### src/pkg/gpa_pkg.sv
package gpa_pkg;
  // register byte offsets on the apb window
  localparam logic [11:0] PORT_DATA_OFS = 12'h0000;
  localparam logic [11:0] PORT_DIR_OFS = 12'h0004;
  localparam logic [11:0] PULLUP_CTRL_OFS = 12'h0008;
  localparam logic [11:0] DRIVE_CTRL_OFS = 12'h000C;
  localparam logic [11:0] MODE_STAT_OFS = 12'h0010;
  // field positions
  localparam int PULLUP_EN_BIT = 0;
  localparam int REDUCED_DRIVE_BIT = 0;
  localparam int DRIVE_LOCKED_BIT = 8;
  // reset values
  localparam logic [7:0] PORT_DATA_RST = 8'h00;
  localparam logic [7:0] PORT_DIR_RST = 8'h00;
  localparam logic PULLUP_EN_RST = 1'b0;
  localparam logic REDUCED_DRIVE_RST = 1'b0;
  // operating modes
  typedef enum logic [1:0]
  {
    GPA_SINGLE_CHIP = 2'b00,
    GPA_EXPANDED = 2'b01,
    GPA_PERIPHERAL = 2'b10
  } gpa_mode_e;
endpackage : gpa_pkg

### src/pkg/gpa_ctrl_if.sv
// port control bundle between the register file and the pad stage
interface gpa_ctrl_if #(parameter int WIDTH = 8);
  logic [WIDTH-1:0] out_val;
  logic [WIDTH-1:0] dir;
  logic pullup_en;
  logic reduced_drive;
  gpa_pkg::gpa_mode_e mode;
  logic [WIDTH-1:0] bus_out;
  logic [WIDTH-1:0] bus_oe;
  modport regs (output out_val, output dir, output pullup_en, output reduced_drive,
    output mode, output bus_out, output bus_oe);
  modport pads (input out_val, input dir, input pullup_en, input reduced_drive,
    input mode, input bus_out, input bus_oe);
endinterface : gpa_ctrl_if

### src/verilog/gpa_pad_stage.sv
// registered pad drivers: output value, enable, pull-up and drive strength
module gpa_pad_stage #(
  parameter int WIDTH = 8
) (
  input wire logic clk_i,
  input wire logic rst_i,
  gpa_ctrl_if.pads ctl,
  output logic [WIDTH-1:0] pin_o,
  output logic [WIDTH-1:0] pin_oe_o,
  output logic [WIDTH-1:0] pin_pullup_o,
  output logic pin_reduced_drive_o
);
  logic expanded;

  // expanded mode hands the pins to the external address/data bus
  assign expanded = (ctl.mode == gpa_pkg::GPA_EXPANDED);

  // pad outputs, all flopped; reset leaves every pin an undriven input
  always_ff @(posedge clk_i)
  begin
    if (rst_i)
    begin
      pin_o <= '0;
      pin_oe_o <= '0;
      pin_pullup_o <= '0;
      pin_reduced_drive_o <= 1'b0;
    end
    else
    begin
      pin_o <= expanded ? ctl.bus_out : ctl.out_val;
      pin_oe_o <= expanded ? ctl.bus_oe : ctl.dir;
      // pull-ups only on inputs and never in expanded mode
      pin_pullup_o <= (expanded || !ctl.pullup_en) ? '0 : ~ctl.dir;
      pin_reduced_drive_o <= ctl.reduced_drive;
    end
  end
endmodule : gpa_pad_stage

### src/verilog/gpa_port.sv
// What this block does
// - data register readable and writable any time in single-chip
// - reset makes all pins inputs
// - expanded uses pins for bus, single-chip gpio
// - data register unmapped in expanded/peripheral
// - mapped data register accepts any access
// - direction bit one drives pin out
// - direction register unmapped in expanded/peripheral
// - direction register resets to zero
// - pull-up enable pulls up input pins
// - no pull-ups in expanded mode
// - reduced-drive bit weakens all outputs
// - reduced-drive register written once after reset
// - reduced-drive register unmapped in peripheral
//
// The register offsets and the APB interface to the registers are this design's own decisions.
module gpa_port #(
  parameter int WIDTH = 8
) (
  input wire logic clk_i,
  input wire logic rst_i,
  // apb slave
  input wire logic psel_i,
  input wire logic penable_i,
  input wire logic pwrite_i,
  input wire logic [11:0] paddr_i,
  input wire logic [31:0] pwdata_i,
  output logic [31:0] prdata_o,
  output logic pready_o,
  output logic pslverr_o,
  // operating mode, held stable by the mode logic
  input wire logic [1:0] mode_i,
  // external bus address/data toward the pins in expanded mode
  input wire logic [WIDTH-1:0] bus_out_i,
  input wire logic [WIDTH-1:0] bus_oe_i,
  // pins
  input wire logic [WIDTH-1:0] pin_i,
  output logic [WIDTH-1:0] pin_o,
  output logic [WIDTH-1:0] pin_oe_o,
  output logic [WIDTH-1:0] pin_pullup_o,
  output logic pin_reduced_drive_o
);
  gpa_ctrl_if #(.WIDTH(WIDTH)) ctl ();

  logic [WIDTH-1:0] port_data;
  logic [WIDTH-1:0] port_direction_reg;
  logic port_pullup_enable;
  logic port_reduced_drive_enable;
  logic drive_locked;
  gpa_pkg::gpa_mode_e mode;
  logic access;
  logic wr_access;
  logic rd_access;
  logic data_mapped;
  logic dir_mapped;
  logic drive_mapped;
  logic hit_data;
  logic hit_dir;
  logic hit_pull;
  logic hit_drive;
  logic hit_mode;
  logic addr_ok;
  logic [31:0] next_rdata;

  // decode one register offset
  function automatic logic reg_hit(input logic [11:0] addr, input logic [11:0] ofs);
    reg_hit = (addr == ofs);
  endfunction : reg_hit

  // unknown mode codes fall back to peripheral, the most restrictive map
  always_comb
  begin
    case (mode_i)
      2'b00: mode = gpa_pkg::GPA_SINGLE_CHIP;
      2'b01: mode = gpa_pkg::GPA_EXPANDED;
      default: mode = gpa_pkg::GPA_PERIPHERAL;
    endcase
  end

  // map visibility per mode
  assign data_mapped = (mode == gpa_pkg::GPA_SINGLE_CHIP);
  assign dir_mapped = (mode == gpa_pkg::GPA_SINGLE_CHIP);
  assign drive_mapped = (mode != gpa_pkg::GPA_PERIPHERAL);

  // access phase with one wait state; pready is registered so it rises one
  // cycle into the access phase, giving every transfer exactly one wait
  assign access = psel_i && penable_i && !pready_o;
  assign wr_access = access && pwrite_i;
  assign rd_access = access && !pwrite_i;

  assign hit_data = reg_hit(paddr_i, gpa_pkg::PORT_DATA_OFS) && data_mapped;
  assign hit_dir = reg_hit(paddr_i, gpa_pkg::PORT_DIR_OFS) && dir_mapped;
  assign hit_pull = reg_hit(paddr_i, gpa_pkg::PULLUP_CTRL_OFS);
  assign hit_drive = reg_hit(paddr_i, gpa_pkg::DRIVE_CTRL_OFS) && drive_mapped;
  assign hit_mode = reg_hit(paddr_i, gpa_pkg::MODE_STAT_OFS);
  assign addr_ok = hit_data || hit_dir || hit_pull || hit_drive || hit_mode;

  // output latch, no access-time restriction while mapped
  always_ff @(posedge clk_i)
  begin
    if (rst_i)
      port_data <= gpa_pkg::PORT_DATA_RST;
    else if (wr_access && hit_data)
      port_data <= pwdata_i[WIDTH-1:0];
  end

  // direction register
  always_ff @(posedge clk_i)
  begin
    if (rst_i)
      port_direction_reg <= gpa_pkg::PORT_DIR_RST;
    else if (wr_access && hit_dir)
      port_direction_reg <= pwdata_i[WIDTH-1:0];
  end

  // pull-up control, mapped in every mode
  always_ff @(posedge clk_i)
  begin
    if (rst_i)
      port_pullup_enable <= gpa_pkg::PULLUP_EN_RST;
    else if (wr_access && hit_pull)
      port_pullup_enable <= pwdata_i[gpa_pkg::PULLUP_EN_BIT];
  end

  // write-once drive control; an unmapped write does not burn the one shot
  always_ff @(posedge clk_i)
  begin
    if (rst_i)
    begin
      port_reduced_drive_enable <= gpa_pkg::REDUCED_DRIVE_RST;
      drive_locked <= 1'b0;
    end
    else if (wr_access && hit_drive && !drive_locked)
    begin
      port_reduced_drive_enable <= pwdata_i[gpa_pkg::REDUCED_DRIVE_BIT];
      drive_locked <= 1'b1;
    end
  end

  // read mux; unmapped registers read zero
  always_comb
  begin
    next_rdata = '0;
    if (hit_data)
      next_rdata[WIDTH-1:0] = (port_direction_reg & port_data) |
        (~port_direction_reg & pin_i);
    else if (hit_dir)
      next_rdata[WIDTH-1:0] = port_direction_reg;
    else if (hit_pull)
      next_rdata[gpa_pkg::PULLUP_EN_BIT] = port_pullup_enable;
    else if (hit_drive)
    begin
      next_rdata[gpa_pkg::REDUCED_DRIVE_BIT] = port_reduced_drive_enable;
      next_rdata[gpa_pkg::DRIVE_LOCKED_BIT] = drive_locked;
    end
    else if (hit_mode)
      next_rdata[1:0] = mode;
  end

  // apb answer: pready and slverr for one cycle, data held until next read
  always_ff @(posedge clk_i)
  begin
    if (rst_i)
    begin
      pready_o <= 1'b0;
      pslverr_o <= 1'b0;
      prdata_o <= '0;
    end
    else
    begin
      pready_o <= access;
      pslverr_o <= access && !addr_ok;
      if (rd_access)
        prdata_o <= next_rdata;
    end
  end

  // control bundle to the pad stage
  assign ctl.out_val = port_data;
  assign ctl.dir = port_direction_reg;
  assign ctl.pullup_en = port_pullup_enable;
  assign ctl.reduced_drive = port_reduced_drive_enable;
  assign ctl.mode = mode;
  assign ctl.bus_out = bus_out_i;
  assign ctl.bus_oe = bus_oe_i;

  gpa_pad_stage #(.WIDTH(WIDTH)) u_pads (
    .clk_i(clk_i),
    .rst_i(rst_i),
    .ctl(ctl),
    .pin_o(pin_o),
    .pin_oe_o(pin_oe_o),
    .pin_pullup_o(pin_pullup_o),
    .pin_reduced_drive_o(pin_reduced_drive_o)
  );
endmodule : gpa_port
### config.mk
export PLATFORM = sky130hd
export DESIGN_NAME = gpa_port
export DESIGN_NICKNAME = d
export VERILOG_FILES = /design/src/pkg/gpa_pkg.sv /design/src/pkg/gpa_ctrl_if.sv /design/src/verilog/gpa_pad_stage.sv /design/src/verilog/gpa_port.sv
export SDC_FILE = /design/constraint.sdc
export NUM_CORES = 1
export LEC_CHECK = 0
export BUFFER_PORTS_ARGS = -buffer_cell sky130_fd_sc_hd__buf_2
export CORE_MARGIN = 2
export CORE_UTILIZATION = 37
export DETAILED_ROUTE_END_ITERATION = 10
export PLACE_DENSITY_LB_ADDON = 0.25
export REMOVE_ABC_BUFFERS = 1
export SLEW_MARGIN = 20
export SYNTH_ARGS = -nofsm -noshare
export SYNTH_HDL_FRONTEND = slang
export SYNTH_SLANG_ARGS = --single-unit
### constraint.sdc
create_clock -name clk_i -period 5 [get_ports clk_i]
set_input_delay 0.5 -clock clk_i [delete_from_list [all_inputs] [get_ports clk_i]]
set_output_delay 0.5 -clock clk_i [all_outputs]
set_load 0.005 [all_outputs]
**Word level (Yosys, flattened, before mapping)**

Cells that the tools add are included.

- Equality and inequality tests: 7
- Mux-type cells: 15
- Bitwise logic cells: 4
- Reduce and logical (&&, ||, !) cells: 27

Operator list:

| operator | number |
|---|---|
| $eq A12 B4 Y1 const B | 2 |
| $mux W8 | 3 |
| $and A8 B8 Y8 | 2 |
| $logic_and A1 B1 Y1 | 13 |
| $eq A12 B3 Y1 const B | 1 |
| $eq A12 B5 Y1 const B | 1 |
| $logic_not A12 Y1 | 1 |
| $mux W1 | 8 |
| $not A8 Y8 | 1 |
| $or A8 B8 Y8 | 1 |
| $mux W6 | 1 |
| $logic_not A1 Y1 | 5 |
| $logic_or A1 B1 Y1 | 5 |
| $eq A2 B1 Y1 const B | 2 |
| $logic_not A2 Y1 | 2 |
| $mux W2 | 2 |
| $pmux W2 S2 | 1 |
| $ne A2 B2 Y1 const B | 1 |
| $reduce_or A2 Y1 | 1 |

- Flip-flop bits (word level): 55

**Longest topological paths before layout**

- Depth in word-level cells: 10
- Depth in mapped cells: 7
- Depth with buffers taken out: 4

**Hierarchy**

Synthesis repeated with hierarchy kept, for this count alone.

- Cells, all modules: 296
- Area total of the unflattened synthesis: 2,688.8 um^2

Modules (own cells, without submodules):

| module | times used | cells an instance | area each (um^2) |
|---|---|---|---|
| gpa_port | 1 | 204 | 1,632.8 |
| gpa_pad_stage | 1 | 92 | 1,056.0 |

**Worst setup path before layout**

No wires, ideal clock.

- Kind: input-to-reg
- From: input port paddr_i[9]
- To: register prdata_o[2]
- Setup time: 60 ps
- Data arrival time: 2,154 ps
- Required time: 4,940 ps
- Setup slack: 2,786 ps
- Cell stages on the path: 5
- Buffers on the path: 1
- Cell sequence: or4_1 or4b_1 buf_2 nor4_4 a22o_1

- Cells in the longest elaborated chain, start to end: 4
- Elaborated cells on any way between the ends: 6

RTL lines:

| item | line | text |
|---|---|---|
| from (decl) | gpa_port.sv:26 | `input wire logic [11:0] paddr_i,` |
| $eq A12 B3 Y1 | gpa_port.sv:67 | `reg_hit = (addr == ofs);` |
| $logic_and A1 B1 Y1 | gpa_port.sv:92 | `assign hit_dir = reg_hit(paddr_i, gpa_pkg::PORT_DIR_OFS) && dir_mapped;` |
| $mux W6 | gpa_port.sv:147 | `else if (hit_dir)` |
| $mux W8 (*) | gpa_port.sv:144 | `if (hit_data)` |
| to (signal assigned) | gpa_port.sv:174 | `prdata_o <= next_rdata;` |
| to (decl) | gpa_port.sv:28 | `output logic [31:0] prdata_o,` |

Every way passes the cells marked *; elsewhere a longest branch is shown, timed or not.
A chain may end at the register's enable or synchronous reset.

**Worst setup path after layout**

- From: input port paddr_i[9]
- To: register prdata_o[3]

Same word-level chain as after synthesis.

==> flow_summary.yaml <==
global_routing:
  antenna_found_initial: 0
  use_met1_pct: 22.7
  grt_pass1_vias: 1882
  grt_pass1_wl_um: 9360
  grt.busiest_layer: "met2"
  gr-usage-all-layers_pct: 16.1
  grt_max_degree: 43
  grt_use_met2_pct: 25.0
  met3_usage_pct: 4.28
  overflow: 0
critical_path:
  critPathKind: "primary input to register"
  critical_path_required_ns: 5.25
  startpoint_type: "primary input"
  cp-end-kind: "register"
  cpMaxStageDelayCell: "or4b_1"
  crit_path_max_fanout: 17
  crit_chain: "buf_2 > or4_1 > or4b_1 > nor4_4 > a22o_1"
  crit_arrival_ns: 2.70
  max_stage_delay_ns: 0.82
timing:
  slew_violations: 0
  finalCritPeriodShare_pct: 48.9
  setup_tns_ns: 0
  finalCriticalPeriod_ns: 2.44
  slew_headroom_pct: 46.2
  hold_viol_final: 0
  worst_pin_slew_ns: 0.807
  setup_viol_count_final: 0
  finalClockSkew_ns: 0.00954
  fmax_ghz: 0.409
  rsz0062_at_grt: "no"
pwr:
  power.density_mw_per_mm2: 265
  leakagePower_uw: 0.00123
  ir_drop_v: 0.000151
yosys:
  synth_edf_count: 0
  syn_area_per_cell_um2: 8.42
  ys_ff_latch: 55
  synth_warnings: 0
  ys.flop_type: "dfxtp_1"
  synth-async-reset-ratio_pct: 0
  netlist_instances: 288
  seq_area_frac_synth_pct: 45.4
  syn_area_mm2: 0.00242
  ys_types: 37
die:
  start_util_pct: 38.2
  die-height_um: 84.9
  die_x_um: 84.9
  placementRows: 29
  die_area_mm2: 0.00721
  io_pins: 134
  core_area_mm2: 0.00635
place:
  post-dp-hpwl_um: 4100
  portBuffers: 86
  gp_congestion: 0.833
  dp.cells: 432
final_layout:
  num-fill-cells: 647
  num-nets-final: 437
  areaGrowthSynthToFinish_pct: 19.3
  layout-drive-gt1-share_pct: 27.8
  layout_commonest_cell: "buf_2"
  layout_common_cells: "buf_2 (86), dfxtp_1 (55), a21oi_1 (39)"
  diodes: 0
  layout.cells.non_filler: 440
route:
  initialDrtViolationCount: 96
  route.detailed.drc: 0
  wirelength_um: 5970
  drtAntennaViolNets: 0
  routedWlPerCell_um: 13.6
  drt_first_pass_iters: 5
  vias: 2212
  via_per_inst: 5.03
flow_run:
  maxCapViolCount: 0
clocking:
  cts.htree.levels: 2
  cts_sinks: 55
  ctsRootBufferMaster: "clkbuf_8"
  clkTransAtPathRegs_ns: 0.11
  cts.repair_timing.setup_buffer_count: 0
  ctsResizeCount: 0
  cts_buffers: 5
  cts_tree: "built"
  clkLatencyLatePin_ns: 0.31
  clk_path_buf_depth: 2
  holdBufCountCts: 0
min_path:
  hp-class: "primary input to register"
outcome:
  status: "completed"
## metrics by stage
step           total power [µW]  instance area (µm²)  hold slack (ns)  setup slack, ns  util [%]
2_1_floorplan               479                 2260            0.428             2.67         -
3_3_place_gp                522                 2800            0.435             2.23      44.1
3_5_place_dp                523                 2800            0.441             2.19      44.1
4_1_cts                     773                 2890            0.417             2.52      45.5
5_1_grt                     800                 2890            0.410             2.41      45.5
6_report                    766                 2890            0.416             2.56      45.5
## critical path, delay by kind of cell
family / cells / cell delay [ns]
AO/OA/AOI/OAI: 1 / 0.20
buffers and inverters: 1 / 0.09
AND/OR/NAND/NOR: 3 / 1.90
## cells by family (layout without fill, tap and decap cells)
family,Yosys count,after routing,synth area share [%]
other,1,23,0.155
AOI/OAI and AO/OA,83,83,19.0
DFF,55,55,45.4
and+or+nand+nor,102,102,24.0
buffers and inverters,45,98,10.6
muxes,2,2,0.826
## path summary, 6_finish.rpt
check	startpoint	endpoint	slack, ns	cells after the start
max	paddr_i[9]	prdata_o[3]	2.56	5
max reg2reg	pready_o	ctl.pullup_en	2.91	4
min reg2reg	prdata_o[0]	prdata_o[0]	0.46	2
min	bus_out_i[4]	u_pads.pin_o[4]	0.42	3
## cells in the mapped netlist (2+ instances only)
cell	n	area, µm²
o31ai_1	2	15.0
clkbuf_1	16	60.1
buf_1	2	7.51
nor2_1	14	52.6
nand2_1	38	143
nand4b_1	8	70.1
nand4_1	10	62.6
nand2b_1	13	81.3
nand3b_1	3	22.5
a21oi_1	39	195
o21ai_0	30	150
buf_2	2	10.0
dfxtp_1	55	1100
nor2b_1	2	12.5
buf_4	23	173
nor4bb_1	2	20.0
mux2i_1	2	20.0
nor3_1	2	10.0
inv_1	2	7.51
a22o_1	6	52.6
## per-layer routing
metal	part of all wire [%]	wire, µm	up-vias
li1	-	-	1108
met1	47	2790	1022
met2	46	2720	80
met3	7.3	433	2
met4	0.45	27	0
met5	0	0	-
## cell type report
class,count,area [µm²],share of cell area (%)
tap,77,96.3,3.33
inverter,2,7.51,0.260
sequential,55,1100,38.1
multi-input combinational,210,1150,39.7
timing repair buffer,88,445,15.4
clock buffer,5,68.8,2.38
clock inverter,3,23.8,0.823
## registers in the layout, indices dropped and copies added (netlist names), 8 cells and up
name / flops
ctl.out_val: 8
prdata_o: 9
u_pads.pin_oe_o: 8
u_pads.pin_o: 8
u_pads.pin_pullup_o: 8
ctl.dir: 8
## where the power goes
part | switching, µW | internal (µW) | total (µW)
clock | 152 | 102 | 253
sequential | 0.937 | 442 | 443
combinational | 42.0 | 27.9 | 69.9
total | 195 | 571 | 766
Power figures use the tool's default switching activity.
